**config.mk**
```make
export PLATFORM = sky130hd
export DESIGN_NAME = flow_control_branch_unit
export DESIGN_NICKNAME = d
export VERILOG_FILES = /design/src/include/flow_pkg.sv /design/src/verilog/flow_compare.sv /design/src/verilog/flow_control_branch_unit.sv
export SDC_FILE = /design/constraint.sdc
export NUM_CORES = 1
export LEC_CHECK = 0
export ABC_CLOCK_PERIOD_IN_PS = 4300
export BUFFER_PORTS_ARGS = -buffer_cell sky130_fd_sc_hd__buf_4
export CORE_MARGIN = 4
export CORE_UTILIZATION = 56
export CTS_CLUSTER_SIZE = 25
export DETAILED_ROUTE_END_ITERATION = 10
export HOLD_SLACK_MARGIN = 0.12
export PLACE_DENSITY = 0.87
export RECOVER_POWER = 100
export SLEW_MARGIN = 5
export SYNTH_ARGS = -nofsm -noshare
export SYNTH_HDL_FRONTEND = slang
export SYNTH_SLANG_ARGS = --single-unit
```
**constraint.sdc**
```tcl
create_clock -name clk -period 4.3 [get_ports clk]
set_input_delay 0.86 -clock clk [delete_from_list [all_inputs] [get_ports clk]]
set_output_delay 0.86 -clock clk [all_outputs]
set_load 0.03 [all_outputs]
```
**src/include/flow_pkg.sv**
```systemverilog
package flow_pkg;
	// status register bit positions
	localparam int FLAG_C = 0;
	localparam int FLAG_Z = 1;
	localparam int FLAG_N = 2;
	localparam int FLAG_V = 3;
	localparam int FLAG_S = 4;
	localparam int FLAG_H = 5;
	localparam int FLAG_T = 6;
	localparam int FLAG_I = 7;
	// bit positions inside an 8-bit operand
	localparam int MSB = 7;
	localparam int NIB_MSB = 3;
	// cycle counts
	localparam logic [1:0] CALL_CYCLES = 2'h3;
	localparam logic [1:0] BRANCH_TAKEN_CYCLES = 2'h2;
	// pc increments
	localparam logic [15:0] PC_ONE = 16'h0001;
	localparam logic [15:0] PC_TWO = 16'h0002;
	localparam logic [15:0] PC_THREE = 16'h0003;
	// operation select codes
	typedef enum logic [4:0] {
		OP_NONE = 5'h00,
		OP_REL_CALL = 5'h01,
		OP_PTR_CALL = 5'h02,
		OP_CMP_SKIP_EQ = 5'h03,
		OP_CMP_REG = 5'h04,
		OP_CMP_CARRY = 5'h05,
		OP_CMP_IMM = 5'h06,
		OP_SKIP_REG_CLR = 5'h07,
		OP_SKIP_REG_SET = 5'h08,
		OP_SKIP_IO_CLR = 5'h09,
		OP_SKIP_IO_SET = 5'h0A,
		OP_BR_FLAG_SET = 5'h0B,
		OP_BR_FLAG_CLR = 5'h0C
	} op_t;
	// sequencer states
	typedef enum logic [1:0] {
		ST_IDLE = 2'b00,
		ST_BUSY = 2'b01
	} seq_state_t;
endpackage

```
**src/verilog/flow_compare.sv**
```systemverilog
`timescale 1ns/1ps
`default_nettype none
// subtract for compare: result discarded, flags produced
module flow_compare (
	// operands
	input wire logic [7:0] a,
	input wire logic [7:0] b,
	input wire logic use_carry,
	input wire logic carry_in,
	input wire logic zero_in,
	// flag results
	output logic flag_z,
	output logic flag_n,
	output logic flag_v,
	output logic flag_c,
	output logic flag_h,
	output logic flag_s
);
	logic [7:0] r; // difference
	logic cin; // borrow in
	always_comb begin
		cin = use_carry & carry_in;
		r = a - b - {7'h00, cin};
		flag_n = r[flow_pkg::MSB];
		// carry-chained compare only keeps zero if previous was zero
		flag_z = (r == 8'h00) & (~use_carry | zero_in);
		flag_v = (a[flow_pkg::MSB] & ~b[flow_pkg::MSB] & ~r[flow_pkg::MSB])
			| (~a[flow_pkg::MSB] & b[flow_pkg::MSB] & r[flow_pkg::MSB]);
		flag_c = (~a[flow_pkg::MSB] & b[flow_pkg::MSB]) | (b[flow_pkg::MSB] & r[flow_pkg::MSB])
			| (r[flow_pkg::MSB] & ~a[flow_pkg::MSB]);
		flag_h = (~a[flow_pkg::NIB_MSB] & b[flow_pkg::NIB_MSB]) | (b[flow_pkg::NIB_MSB] & r[flow_pkg::NIB_MSB])
			| (r[flow_pkg::NIB_MSB] & ~a[flow_pkg::NIB_MSB]);
		flag_s = flag_n ^ flag_v;
	end
endmodule // flow_compare
`default_nettype wire

```
**src/verilog/flow_control_branch_unit.sv**
```systemverilog
`timescale 1ns/1ps
`default_nettype none
module flow_control_branch_unit (
	// clock and reset
	input wire logic clk,
	input wire logic rst,
	// instruction request
	input wire logic start,
	input wire flow_pkg::op_t op,
	input wire logic [11:0] rel_offset,
	input wire logic [2:0] bit_sel,
	input wire logic next_is_two_word,
	// operands
	input wire logic [7:0] reg_d,
	input wire logic [7:0] reg_r,
	input wire logic [7:0] imm_k,
	input wire logic [7:0] io_value,
	input wire logic [15:0] z_pointer,
	input wire logic [15:0] pc_in,
	input wire logic [7:0] status_in,
	// status
	output logic busy,
	output logic done,
	// program counter
	output logic pc_load,
	output logic [15:0] pc_out,
	// call return address push
	output logic push_return,
	output logic [15:0] return_addr,
	// flags
	output logic status_load,
	output logic [7:0] status_out,
	// skip indication
	output logic skip_taken
);
	flow_pkg::seq_state_t state_q; // sequencer state
	logic [1:0] left_q; // remaining busy cycles
	logic [15:0] pc_q; // latched target
	logic [15:0] ret_q; // latched return address
	logic pc_load_q; // target valid
	logic push_q; // push strobe
	logic [7:0] status_q; // flag result
	logic status_load_q; // flag strobe
	logic skip_q; // skip decided
	logic done_q; // completion strobe
	// compare datapath outputs
	logic cz, cn, cv, cc, ch, cs;
	logic [7:0] cmp_b; // subtrahend
	logic use_c; // chain carry in
	// decode results
	logic cond; // branch/skip condition
	logic [15:0] rel_target; // pc+offset+1
	logic [15:0] skip_target; // pc+2 or pc+3
	logic is_cmp, is_skip, is_branch, is_call;
	logic [1:0] cycles; // extra cycles after the first
	// request qualifiers shared by the result processes
	logic take; // request accepted this edge
	logic br_hit; // branch condition true
	logic skip_hit; // skip condition true
	// sign-extend the 12-bit offset and add one
	function automatic logic [15:0] rel_add(input logic [15:0] pc, input logic [11:0] k);
		rel_add = pc + {{4{k[11]}}, k} + flow_pkg::PC_ONE;
	endfunction
	// select a bit of an 8-bit value
	function automatic logic bit_of(input logic [7:0] v, input logic [2:0] s);
		bit_of = v[s];
	endfunction
	// compare operand and carry selection
	always_comb begin
		cmp_b = (op == flow_pkg::OP_CMP_IMM) ? imm_k : reg_r;
		use_c = (op == flow_pkg::OP_CMP_CARRY);
	end
	// one subtractor serves all three compares
	flow_compare u_cmp (
		.a(reg_d),
		.b(cmp_b),
		.use_carry(use_c),
		.carry_in(status_in[flow_pkg::FLAG_C]),
		.zero_in(status_in[flow_pkg::FLAG_Z]),
		.flag_z(cz),
		.flag_n(cn),
		.flag_v(cv),
		.flag_c(cc),
		.flag_h(ch),
		.flag_s(cs)
	);
	// condition decode for skips and branches
	always_comb begin
		cond = 1'b0;
		is_cmp = 1'b0;
		is_skip = 1'b0;
		is_branch = 1'b0;
		is_call = 1'b0;
		unique case (op)
			// calls only set the cycle count here
			flow_pkg::OP_REL_CALL, flow_pkg::OP_PTR_CALL: begin
				is_call = 1'b1;
			end
			// equal registers skip the follower
			flow_pkg::OP_CMP_SKIP_EQ: begin
				is_skip = 1'b1;
				cond = (reg_d == reg_r);
			end
			// compares only touch the flags
			flow_pkg::OP_CMP_REG, flow_pkg::OP_CMP_CARRY, flow_pkg::OP_CMP_IMM: begin
				is_cmp = 1'b1;
			end
			// bit tests on a general register
			flow_pkg::OP_SKIP_REG_CLR: begin
				is_skip = 1'b1;
				cond = ~bit_of(reg_r, bit_sel);
			end
			flow_pkg::OP_SKIP_REG_SET: begin
				is_skip = 1'b1;
				cond = bit_of(reg_r, bit_sel);
			end
			// bit tests on an i/o value
			flow_pkg::OP_SKIP_IO_CLR: begin
				is_skip = 1'b1;
				cond = ~bit_of(io_value, bit_sel);
			end
			flow_pkg::OP_SKIP_IO_SET: begin
				is_skip = 1'b1;
				cond = bit_of(io_value, bit_sel);
			end
			// named branches map onto flag select: Z=1 eq, C=0 lo/cs, N=2 mi, S=4 ge/lt, H=5, T=6, V=3
			flow_pkg::OP_BR_FLAG_SET: begin
				is_branch = 1'b1;
				cond = bit_of(status_in, bit_sel);
			end
			flow_pkg::OP_BR_FLAG_CLR: begin
				is_branch = 1'b1;
				cond = ~bit_of(status_in, bit_sel);
			end
			// no-op and unused codes do nothing
			default: begin
				cond = 1'b0;
			end
		endcase
	end
	// targets and cycle count
	always_comb begin
		// relative target serves relative calls and branches alike
		rel_target = rel_add(pc_in, rel_offset);
		// a skip steps over a one- or two-word follower
		skip_target = pc_in + (next_is_two_word ? flow_pkg::PC_THREE : flow_pkg::PC_TWO);
		// single cycle unless a case below stretches it
		cycles = 2'h0;
		if (is_call) begin
			// calls always run their full length
			cycles = flow_pkg::CALL_CYCLES - 2'h1;
		end else if (br_hit) begin
			// a taken branch costs one refill cycle
			cycles = flow_pkg::BRANCH_TAKEN_CYCLES - 2'h1;
		end else if (skip_hit) begin
			// the skipped follower's words are paid as extra cycles
			cycles = next_is_two_word ? 2'h2 : 2'h1;
		end
	end
	// acceptance and hit decode shared by the result processes
	always_comb begin
		// a request while busy is dropped without notice
		take = start && (state_q == flow_pkg::ST_IDLE);
		br_hit = is_branch && cond;
		skip_hit = is_skip && cond;
	end
	// sequencer: counts out the multi-cycle instructions
	always_ff @(posedge clk or posedge rst) begin
		if (rst) begin
			// idle with nothing pending
			state_q <= flow_pkg::ST_IDLE;
			left_q <= 2'h0;
		end else begin
			unique case (state_q)
				flow_pkg::ST_IDLE: begin
					// single-cycle work never leaves idle
					if (take && cycles != 2'h0) begin
						state_q <= flow_pkg::ST_BUSY;
						left_q <= cycles;
					end
				end
				flow_pkg::ST_BUSY: begin
					// the last extra cycle hands back to idle
					if (left_q == 2'h1) begin
						state_q <= flow_pkg::ST_IDLE;
					end
					left_q <= left_q - 2'h1;
				end
				default: begin
					// an illegal code recovers to idle
					state_q <= flow_pkg::ST_IDLE;
				end
			endcase
		end
	end
	// program counter result and return push
	always_ff @(posedge clk or posedge rst) begin
		if (rst) begin
			// no target until the first redirect
			pc_q <= 16'h0000;
			ret_q <= 16'h0000;
			pc_load_q <= 1'b0;
			push_q <= 1'b0;
			skip_q <= 1'b0;
		end else begin
			// strobes last one cycle unless renewed below
			pc_load_q <= 1'b0;
			push_q <= 1'b0;
			skip_q <= 1'b0;
			if (take) begin
				if (op == flow_pkg::OP_REL_CALL) begin
					// relative call: jump and push the next address
					pc_q <= rel_target;
					ret_q <= pc_in + flow_pkg::PC_ONE;
					pc_load_q <= 1'b1;
					push_q <= 1'b1;
				end else if (op == flow_pkg::OP_PTR_CALL) begin
					// pointer call: jump to the pointer pair
					pc_q <= z_pointer;
					ret_q <= pc_in + flow_pkg::PC_ONE;
					pc_load_q <= 1'b1;
					push_q <= 1'b1;
				end else if (br_hit) begin
					// taken branch: redirect only, nothing pushed
					pc_q <= rel_target;
					pc_load_q <= 1'b1;
				end else if (skip_hit) begin
					// taken skip: step past the follower
					pc_q <= skip_target;
					pc_load_q <= 1'b1;
					skip_q <= 1'b1;
				end
				// anything else leaves the held target alone
			end
		end
	end
	// flag update for compares
	always_ff @(posedge clk or posedge rst) begin
		if (rst) begin
			// flags start clear
			status_q <= 8'h00;
			status_load_q <= 1'b0;
		end else begin
			status_load_q <= 1'b0;
			if (take && is_cmp) begin
				// interrupt and transfer bits pass through unchanged
				status_q <= status_in;
				// the difference is thrown away, only flags land
				status_q[flow_pkg::FLAG_Z] <= cz;
				status_q[flow_pkg::FLAG_N] <= cn;
				status_q[flow_pkg::FLAG_V] <= cv;
				status_q[flow_pkg::FLAG_C] <= cc;
				status_q[flow_pkg::FLAG_H] <= ch;
				status_q[flow_pkg::FLAG_S] <= cs;
				status_load_q <= 1'b1;
			end
		end
	end
	// completion strobe at the end of the last cycle
	always_ff @(posedge clk or posedge rst) begin
		if (rst) begin
			// no completion pending
			done_q <= 1'b0;
		end else begin
			// single-cycle work ends at once, longer work on its last extra cycle
			done_q <= (take && cycles == 2'h0)
				|| (state_q == flow_pkg::ST_BUSY && left_q == 2'h1);
		end
	end
	// outputs: busy decoded from the state, the rest from registers
	assign busy = (state_q == flow_pkg::ST_BUSY);
	assign done = done_q;
	// program counter and return address
	assign pc_load = pc_load_q;
	assign pc_out = pc_q;
	assign push_return = push_q;
	assign return_addr = ret_q;
	// flags and skip
	assign status_load = status_load_q;
	assign status_out = status_q;
	assign skip_taken = skip_q;
endmodule // flow_control_branch_unit
`default_nettype wire

```
Word level (Yosys, flattened, before mapping)
Index checks and enable logic that the tools add are counted.
- register bits: 49
- latch bits: 0
- RAM bits: 0
- ROM bits: 0
- bits of input ports: 96
- output and inout port bits: 46
- memories: 0
- $add $sub $neg: 7
- multipliers: 0
- div/mod/pow operators: 0
- magnitude comparators: 1
- eq/ne operators: 17
- shift operators: 0
- mux-type cells: 41
- bitwise gates (word level): 26
- reductions and logical operators: 23
- operators with widths (operator ; number):
    2-to-1 mux 16 bit ; 6
    adder 16 x 1 -> 16 bit, second input constant ; 2
    == test 5 x 4 -> 1 bit, second input constant ; 5
    2-to-1 mux 1 bit ; 21
    == test 5 x 3 -> 1 bit, second input constant ; 4
    adder 16 bit ; 1
    adder 16 x 2 -> 16 bit ; 1
    2-to-1 mux 2 bit ; 7
    bitwise AND 1 bit ; 11
    == test 5 x 2 -> 1 bit, second input constant ; 2
    binary-select mux 1 bit (select 3 bit) ; 3
    == test 8 bit ; 1
    logical NOT 8 bit ; 1
    2-to-1 mux 8 bit ; 1
    inverter 1 bit ; 8
    case mux 2 bit (2 select lines) ; 2
    AND reduction 2 bit ; 4
    subtractor 8 x 1 -> 8 bit ; 1
    subtractor 8 bit ; 1
    logical AND 1 bit ; 7
    case mux 1 bit (7 select lines) ; 1
    OR 1 bit ; 6
    nonzero test 2 bit ; 3
    == test 5 x 1 -> 1 bit, second input constant ; 1
    11 further kinds ; 15

Logic depth before layout (Yosys ltp)
Gate-level depths: netlist of the first run.
- depth in word-level cells: 12
- mapped depth: 13

Cells and area by module
A second synthesis of the first run with hierarchy kept.
- cell total of the unflattened synthesis: 533
- area, all modules: 4474.3 µm²
- by module, submodules not included (module ; instances ; cells each ; area an instance (µm²) ; seq. area each (µm²)):
    flow_control_branch_unit ; 1 ; 456 ; 3893.7 ; 1201.2
    flow_compare ; 1 ; 77 ; 580.6 ; 0.0

Least setup slack after synthesis of the first run
No wires, ideal clock.
- path type: input port to flip-flop
- start: in op[3]
- end: reg status_q[4] (netlist: status_out[4])
- arrival: 3.853 ns
- required time: 4.174 ns
- path slack: 0.321 ns
- cell stages on the path: 13
- cell sequence: nor3b_1 -> nand2_1 -> mux2_2 -> fa_1 -> inv_1 -> ha_1 -> nand2_1 -> a21boi_0 -> o21a_1 -> o2111a_1 -> a211oi_1 -> nor2_1 -> a221o_1
- word-level cells in the longest chain between the ends: 8
- elaborated cells on any way between the ends: 18
- those cells by class: 2 x add/sub; 3 x eq/ne; 2 x mux; 9 x bitwise; 2 x reduce/logical
- RTL lines (element ; line ; source):
    start, declared ; flow_control_branch_unit.sv:9 ; input wire flow_pkg::op_t op,
    == test 5 x 3 -> 1 bit ; flow_control_branch_unit.sv:70, flow_control_branch_unit.sv:94 ;
    2-to-1 mux 8 bit ; flow_control_branch_unit.sv:70 ; cmp_b = (op == flow_pkg::OP_CMP_IMM) ? imm_k : reg_r;
    subtractor 8 bit ; flow_compare.sv:23 ; r = a - b - {7'h00, cin};
    subtractor 8 x 1 -> 8 bit ; flow_compare.sv:23 ;
    inverter 1 bit ; flow_compare.sv:27 ; flag_v = (a[flow_pkg::MSB] & ~b[flow_pkg::MSB] & ~r[flow_pkg::MSB])
    bitwise AND 1 bit ; flow_compare.sv:27 ;
    OR 1 bit ; flow_compare.sv:28 ; | (~a[flow_pkg::MSB] & b[flow_pkg::MSB] & r[flow_pkg::MSB]);
    bitwise XOR 1 bit ; flow_compare.sv:33 ; flag_s = flag_n ^ flag_v;
    end signal, assigned ; flow_control_branch_unit.sv:247 ; status_q <= status_in;
    end signal, assigned by index ; flow_control_branch_unit.sv:249 ; status_q[flow_pkg::FLAG_Z] <= cz;
    end signal, assigned by index ; flow_control_branch_unit.sv:250 ; status_q[flow_pkg::FLAG_N] <= cn;
    end, declared ; flow_control_branch_unit.sv:42 ; logic [7:0] status_q;
Several ways; a longest one is shown, not always the timed one.
A chain may end at the register's enable or synchronous reset.

Worst setup path after layout of the first run
Same ends and word-level chain as after synthesis.

==> impl_metrics.tcl, run 1 <==
set metrics [dict create \
    outcome "finished, violations left" \
    violations "max-capacitance violations, max-slew violations" \
    criticalPathCategory "in -> reg" \
    netlist.area_leader.share_pct 27.1 \
    postSynthCellCount 524 \
    die-height_um 96.9 \
    place_inst 750 \
    fin_skew_ps 7.08 \
    hold_violations 0 \
    postCtsSetupBuffers 0 \
    met2_usage_pct 45.6 \
    cts_hold_buf 0 \
    dp_hpwl_mm 10.5 \
    final_cells 758 \
    fin_util_pct 70.1 \
    cts.sinks 48 \
    yosysTopAreaCell "dfrtp_1" \
    core-area_mm2 0.00773 \
    drive_above_1_share_pct 18.9 \
    drt-initial-drc-count 250 \
    synthTopCellsByArea "dfrtp_1 27%, ha_1 9.3%, xnor2_1 6.3%, nand2_1 6.1%, xor2_1 4.2%" \
    syn_area_mm2 0.00443 \
    grt_pass1_vias 4327 \
    finalCritPeriodShare_pct 89.0 \
    avgSynthCellArea_um2 8.45 \
    cts_buffers 5 \
    num_rows 32 \
    synth_cell_types 72 \
    drv_slew 49 \
    grt-busiest-layer "met2" \
    power.density_mw_per_mm2 393 \
    initial_core_util_pct 57.3 \
    synthFlopType "dfrtp_1" \
    critPathCaptureType "register" \
    use_met3_pct 4.97 \
    path_clk_slew_ps 90 \
    hold_depth 2 \
    first_pass_iters 5 \
    portBuffers 141 \
    grt_max_degree 49 \
    syn_to_final_growth_pct 22.4 \
    ys_seq_elements 48 \
    io_pins 142 \
    drv_cap 1 \
    vias_per_cell 5.86 \
    async_flop_share_pct 100 \
    grt_pass1_wl_mm 20.6 \
    met1_usage_pct 33.9 \
    insertedDiodeCount 0 \
    h-tree-depth 2 \
    ant_nets 0 \
    max_slew_margin_pct -23.0 \
    worstMarginPinSlew_ps 1840 \
    post_drt_wl_per_cell_um 16.9 \
    antenna_found_initial 0 \
    layout.cells.most_common "buf_4" \
    gp_congestion 0.982 \
    vias 4445 \
    clockBufferDepth 2 \
    ys_warn_count 0 \
    r2r_cells 4 \
    whs_ps 480 \
    rsz0062_at_grt "no" \
    routed_wl_mm 12.8 \
    cts_root_buf "clkbuf_8" \
    synth_edf_count 0 \
    syn_nets 656 \
    ir_drop_mv 0.285 \
    die_area_mm2 0.00939 \
    ys_seq_area_share_pct 27.1 \
    grt-ovfl-total 0 \
    p_leak_nw 2.55 \
    critical_path_required_ps 4490 \
    clk_latency_ps 310 \
    cp_max_fo 7 \
    max_freq_mhz 261 \
    period_minus_slack_ps 3830 \
    grtUsageTotal_pct 26.3 \
    timing.setup.tns_ps 0 \
    crit_arrival_ps 4020 \
    cp-start-kind "input port" \
    mostFrequentLayoutCells "95 x buf_4, 72 x nand2_1, 50 x clkbuf_1" \
    drc 0 \
    nets 787 \
    cts_tree "yes" \
    cts_resized 0 \
    die_w_um 96.9 \
    setup_viol 0 \
    hp-class "reg -> reg" \
    total_power_mw 2.13 \
]
==> worst max-delay path: stages <==
cell,delay (ps)
clkbuf_1,190
nor3b_1,100
nand2_1,110
clkbuf_1,340
mux2_2,390
ha_1,280
inv_1,40
ha_1,320
a21boi_0,160
o21a_1,210
o2111a_1,230
a211oi_1,170
clkbuf_1,230
nor2_1,100
a221o_1,270
==> synth_stat cells, types with 4 or more instances <==
cell type,count
nand2_1,72
dfrtp_1,48
nor2_1,37
o21ai_0,36
ha_1,33
xnor2_1,32
inv_1,29
xor2_1,21
nand3_1,20
clkbuf_1,13
mux2i_1,13
o22ai_1,12
a21oi_1,11
nand4_1,9
mux2_2,8
nor2b_1,8
nor3_1,8
a21o_1,7
a31oi_1,7
and2_1,5
buf_6,5
and3_1,4
and4_1,4
o21a_1,4
==> cell type report <==
class | count | area [um2]
Tap cell | 102 | 128
Fill cell | 664 | 2310
Inverter | 31 | 116
Timing Repair Buffer | 146 | 908
Multi-Input combinational cell | 423 | 2970
Clock buffer | 6 | 82.6
Sequential cell | 48 | 1200
Clock inverter | 2 | 15.0
==> state kept, by name, indices dropped and copies added (netlist names) <==
| register | count |
|---|---|
| pc_load | 1 |
| left_q | 2 |
| skip_taken | 1 |
| status_out | 8 |
| state_q | 1 |
| status_load | 1 |
| return_addr | 16 |
| push_return | 1 |
| done | 1 |
| pc_out | 16 |
==> final timing paths <==
path | from | endpoint | slack (ps)
setup / recovery | op[3] | status_out[4] | 470
hold / removal | return_addr[5] | return_addr[5] | 480
setup reg to reg | state_q[0] | pc_out[2] | 2220
hold reg to reg | return_addr[5] | return_addr[5] | 480
max in group asynchronous | rst | pc_out[0] | 2090
min in group asynchronous | rst | pc_out[15] | 1140
==> kinds of logic after synthesis <==
group	share of synthesized area, %
flip-flops	27.1
AO/OA/AOI/OAI	19.2
buffers and inverters	5.40
AND/OR/NAND/NOR	20.2
multiplexers	6.92
XOR/XNOR	10.5
adder cells (fa/ha/maj)	10.7
==> per-layer routing <==
| metal | share of wire (%) | vias to the layer above |
|---|---|---|
| met5 | 0 | - |
| met4 | 2.3 | 0 |
| met3 | 6.8 | 36 |
| met2 | 49 | 181 |
| met1 | 42 | 2102 |
| li1 | - | 2126 |
==> per-stage QoR <==
stage / area, um2 / setup WS [ps]
final: 5420 / 472
after global routing: 5420 / 310
after CTS: 5630 / 744
after detailed placement: 5530 / 435
after global placement: 5530 / 507
after floorplan: 4430 / 321
==> where the power goes <==
part	internal, mW	switching [mW]
registers	0.632	0.108
logic	0.356	0.747
clock network	0.130	0.159
total	1.12	1.01
No activity file was read; power rests on OpenSTA's default activity.
==> inputs of run 2 (changes only) <==
Settings changed: PLACE_DENSITY 0.87 to not set, PLACE_DENSITY_LB_ADDON set to 0.25, SLEW_MARGIN 5 to 10.
==> impl_metrics.tcl, run 2 (same netlist as run 1, synthesis figures left out) <==
set metrics [dict create \
    critical_path.slowest_cell "a211oi_1" \
    worst_path_most_repeated_cell "nand2_1" \
    die-height_um 96.9 \
    cts_tree "yes" \
    mostFrequentLayoutCells "95 x buf_4, 72 x nand2_1, 48 x dfrtp_1, 48 x clkbuf_1" \
    insertedDiodeCount 0 \
    ant_nets 0 \
    clkPwrFrac_pct 15.8 \
    crit_path_cell_trace "clkbuf_1 -> nor3b_1 -> nand2_1 -> mux2_1 -> fa_1 -> inv_1 -> ha_1 -> nand2_1 -> a21boi_0 -> o21a_1 -> o2111a_1 -> a211oi_1 -> nor2_1 -> a221o_1" \
    drv_cap 1 \
    total_power_mw 2.19 \
    vias 4356 \
    nets 786 \
    r2r_cells 4 \
    max_slew_margin_pct -23.7 \
    p_comb_share_pct 50.1 \
    syn_to_final_growth_pct 22.8 \
    drv_slew 49 \
    ir_drop_mv 0.302 \
    crit_arrival_ps 4140 \
    grt_pass1_wl_mm 21.1 \
    drt-initial-drc-count 161 \
    path_buf_inv 2 \
    worstMarginPinSlew_ps 1850 \
    path_clk_slew_ps 90 \
    die_w_um 96.9 \
    dp_hpwl_mm 10.3 \
    power.density_mw_per_mm2 402 \
    fillers 684 \
    die_area_mm2 0.00939 \
    cts.sinks 48 \
    pwr-share-seq_pct 34.0 \
    antenna_found_initial 0 \
    setup_viol 0 \
    internal-power_mw 1.16 \
    clk_latency_ps 320 \
    h-tree-depth 2 \
    post_drt_wl_per_cell_um 16.9 \
    violations "max-capacitance violations, max-slew violations" \
    grt_pass1_vias 4380 \
    postCtsSetupBuffers 0 \
    criticalPathCategory "in -> reg" \
    grt_max_degree 49 \
    critPathCaptureType "register" \
    cp_max_fo 6 \
    path_depth 14 \
    cts_resized 0 \
    p_leak_nw 2.56 \
    fin_util_pct 70.4 \
    drc 0 \
    grt-ovfl-total 0 \
    critPathTopFamily "compound AO/OA/AOI/OAI gates" \
    vias_per_cell 5.75 \
    layout.cells.most_common "buf_4" \
    cp-start-kind "input port" \
    max_freq_mhz 254 \
    core-area_mm2 0.00773 \
    hold_violations 0 \
    portBuffers 141 \
    swShare_pct 46.9 \
    first_pass_iters 5 \
    drive_above_1_share_pct 18.9 \
    initial_core_util_pct 57.3 \
    critical_path_required_ps 4510 \
    cts_root_buf "clkbuf_8" \
    cts_buffers 5 \
    num_rows 32 \
    hold_depth 2 \
    p_switching_mw 1.03 \
    outcome "finished, violations left" \
    cts_hold_buf 0 \
    timing.setup.tns_ps 0 \
    fin_skew_ps 5.44 \
    finalCritPeriodShare_pct 91.5 \
    rsz0062_at_grt "no" \
    max_stage_delay_ps 540 \
    clockBufferDepth 2 \
    io_pins 142 \
    routed_wl_mm 12.8 \
    grtUsageTotal_pct 26.9 \
    whs_ps 487 \
    gp_congestion 0.933 \
    hp-class "reg -> reg" \
    period_minus_slack_ps 3930 \
]
run 2: changes by cell type in the layout (fill, tap and decap cells not counted), sizes merged:
cell and change:
clkinvlp -1, clkbuf -2, bufinv +1, inv +1
run 2: power by group through the flow:
stage                     Combinational, mW  Sequential, mW  Clock [mW]
after CTS                              1.26           0.748       0.349
after detailed placement               1.25           0.755           0
after floorplan                       0.428            1.08           0
after global routing                   1.20           0.766       0.371
after global placement                 1.22           0.751           0
final                                  1.10           0.745       0.346
run 2: area by class of cell:
| cell class | instances | area [um2] | share of cell area, % |
|---|---|---|---|
| clock buffers | 5 | 68.8 | 1.27 |
| multi-input cells | 423 | 2970 | 54.6 |
| clock inverters | 3 | 46.3 | 0.851 |
| inverters | 31 | 116 | 2.14 |
| flip-flops and latches | 48 | 1200 | 22.1 |
| well taps | 102 | 128 | 2.35 |
| repair buffers | 145 | 908 | 16.7 |
run 2: routing by layer:
layer,GRT usage (%),part of all wire [%],vias up
met4,8.10,2.1,0
met3,5.12,6.6,20
met5,0,0,-
met1,35.7,43,2052
met2,44.6,48,160
li1,-,-,2124
run 2: worst min-delay path: cells and delay by family, from the launching register on:
| kind | cells | cell delay (ps) |
|---|---|---|
| flops | 1 | 350 |
| compound gates | 1 | 60 |
| simple gates | 1 | 50 |
run 2: final timing paths:
path                                startpoint               to  slack, ps
worst max-delay path                     op[3]    status_out[4]        370
min in group asynchronous                  rst  return_addr[11]       1130
worst min register to register  return_addr[5]   return_addr[5]        490
max in group asynchronous                  rst       pc_out[14]       2090
worst min-delay path            return_addr[5]   return_addr[5]        490
worst max register to register      state_q[0]       state_q[0]       2200
run 2: through the flow:
step	instance area (um2)	instances	worst slack [ps]
floorplan	4430	524	321
global placement	5520	749	315
detailed placement	5520	749	147
CTS	5640	757	478
global route	5440	757	208
finish	5440	757	367
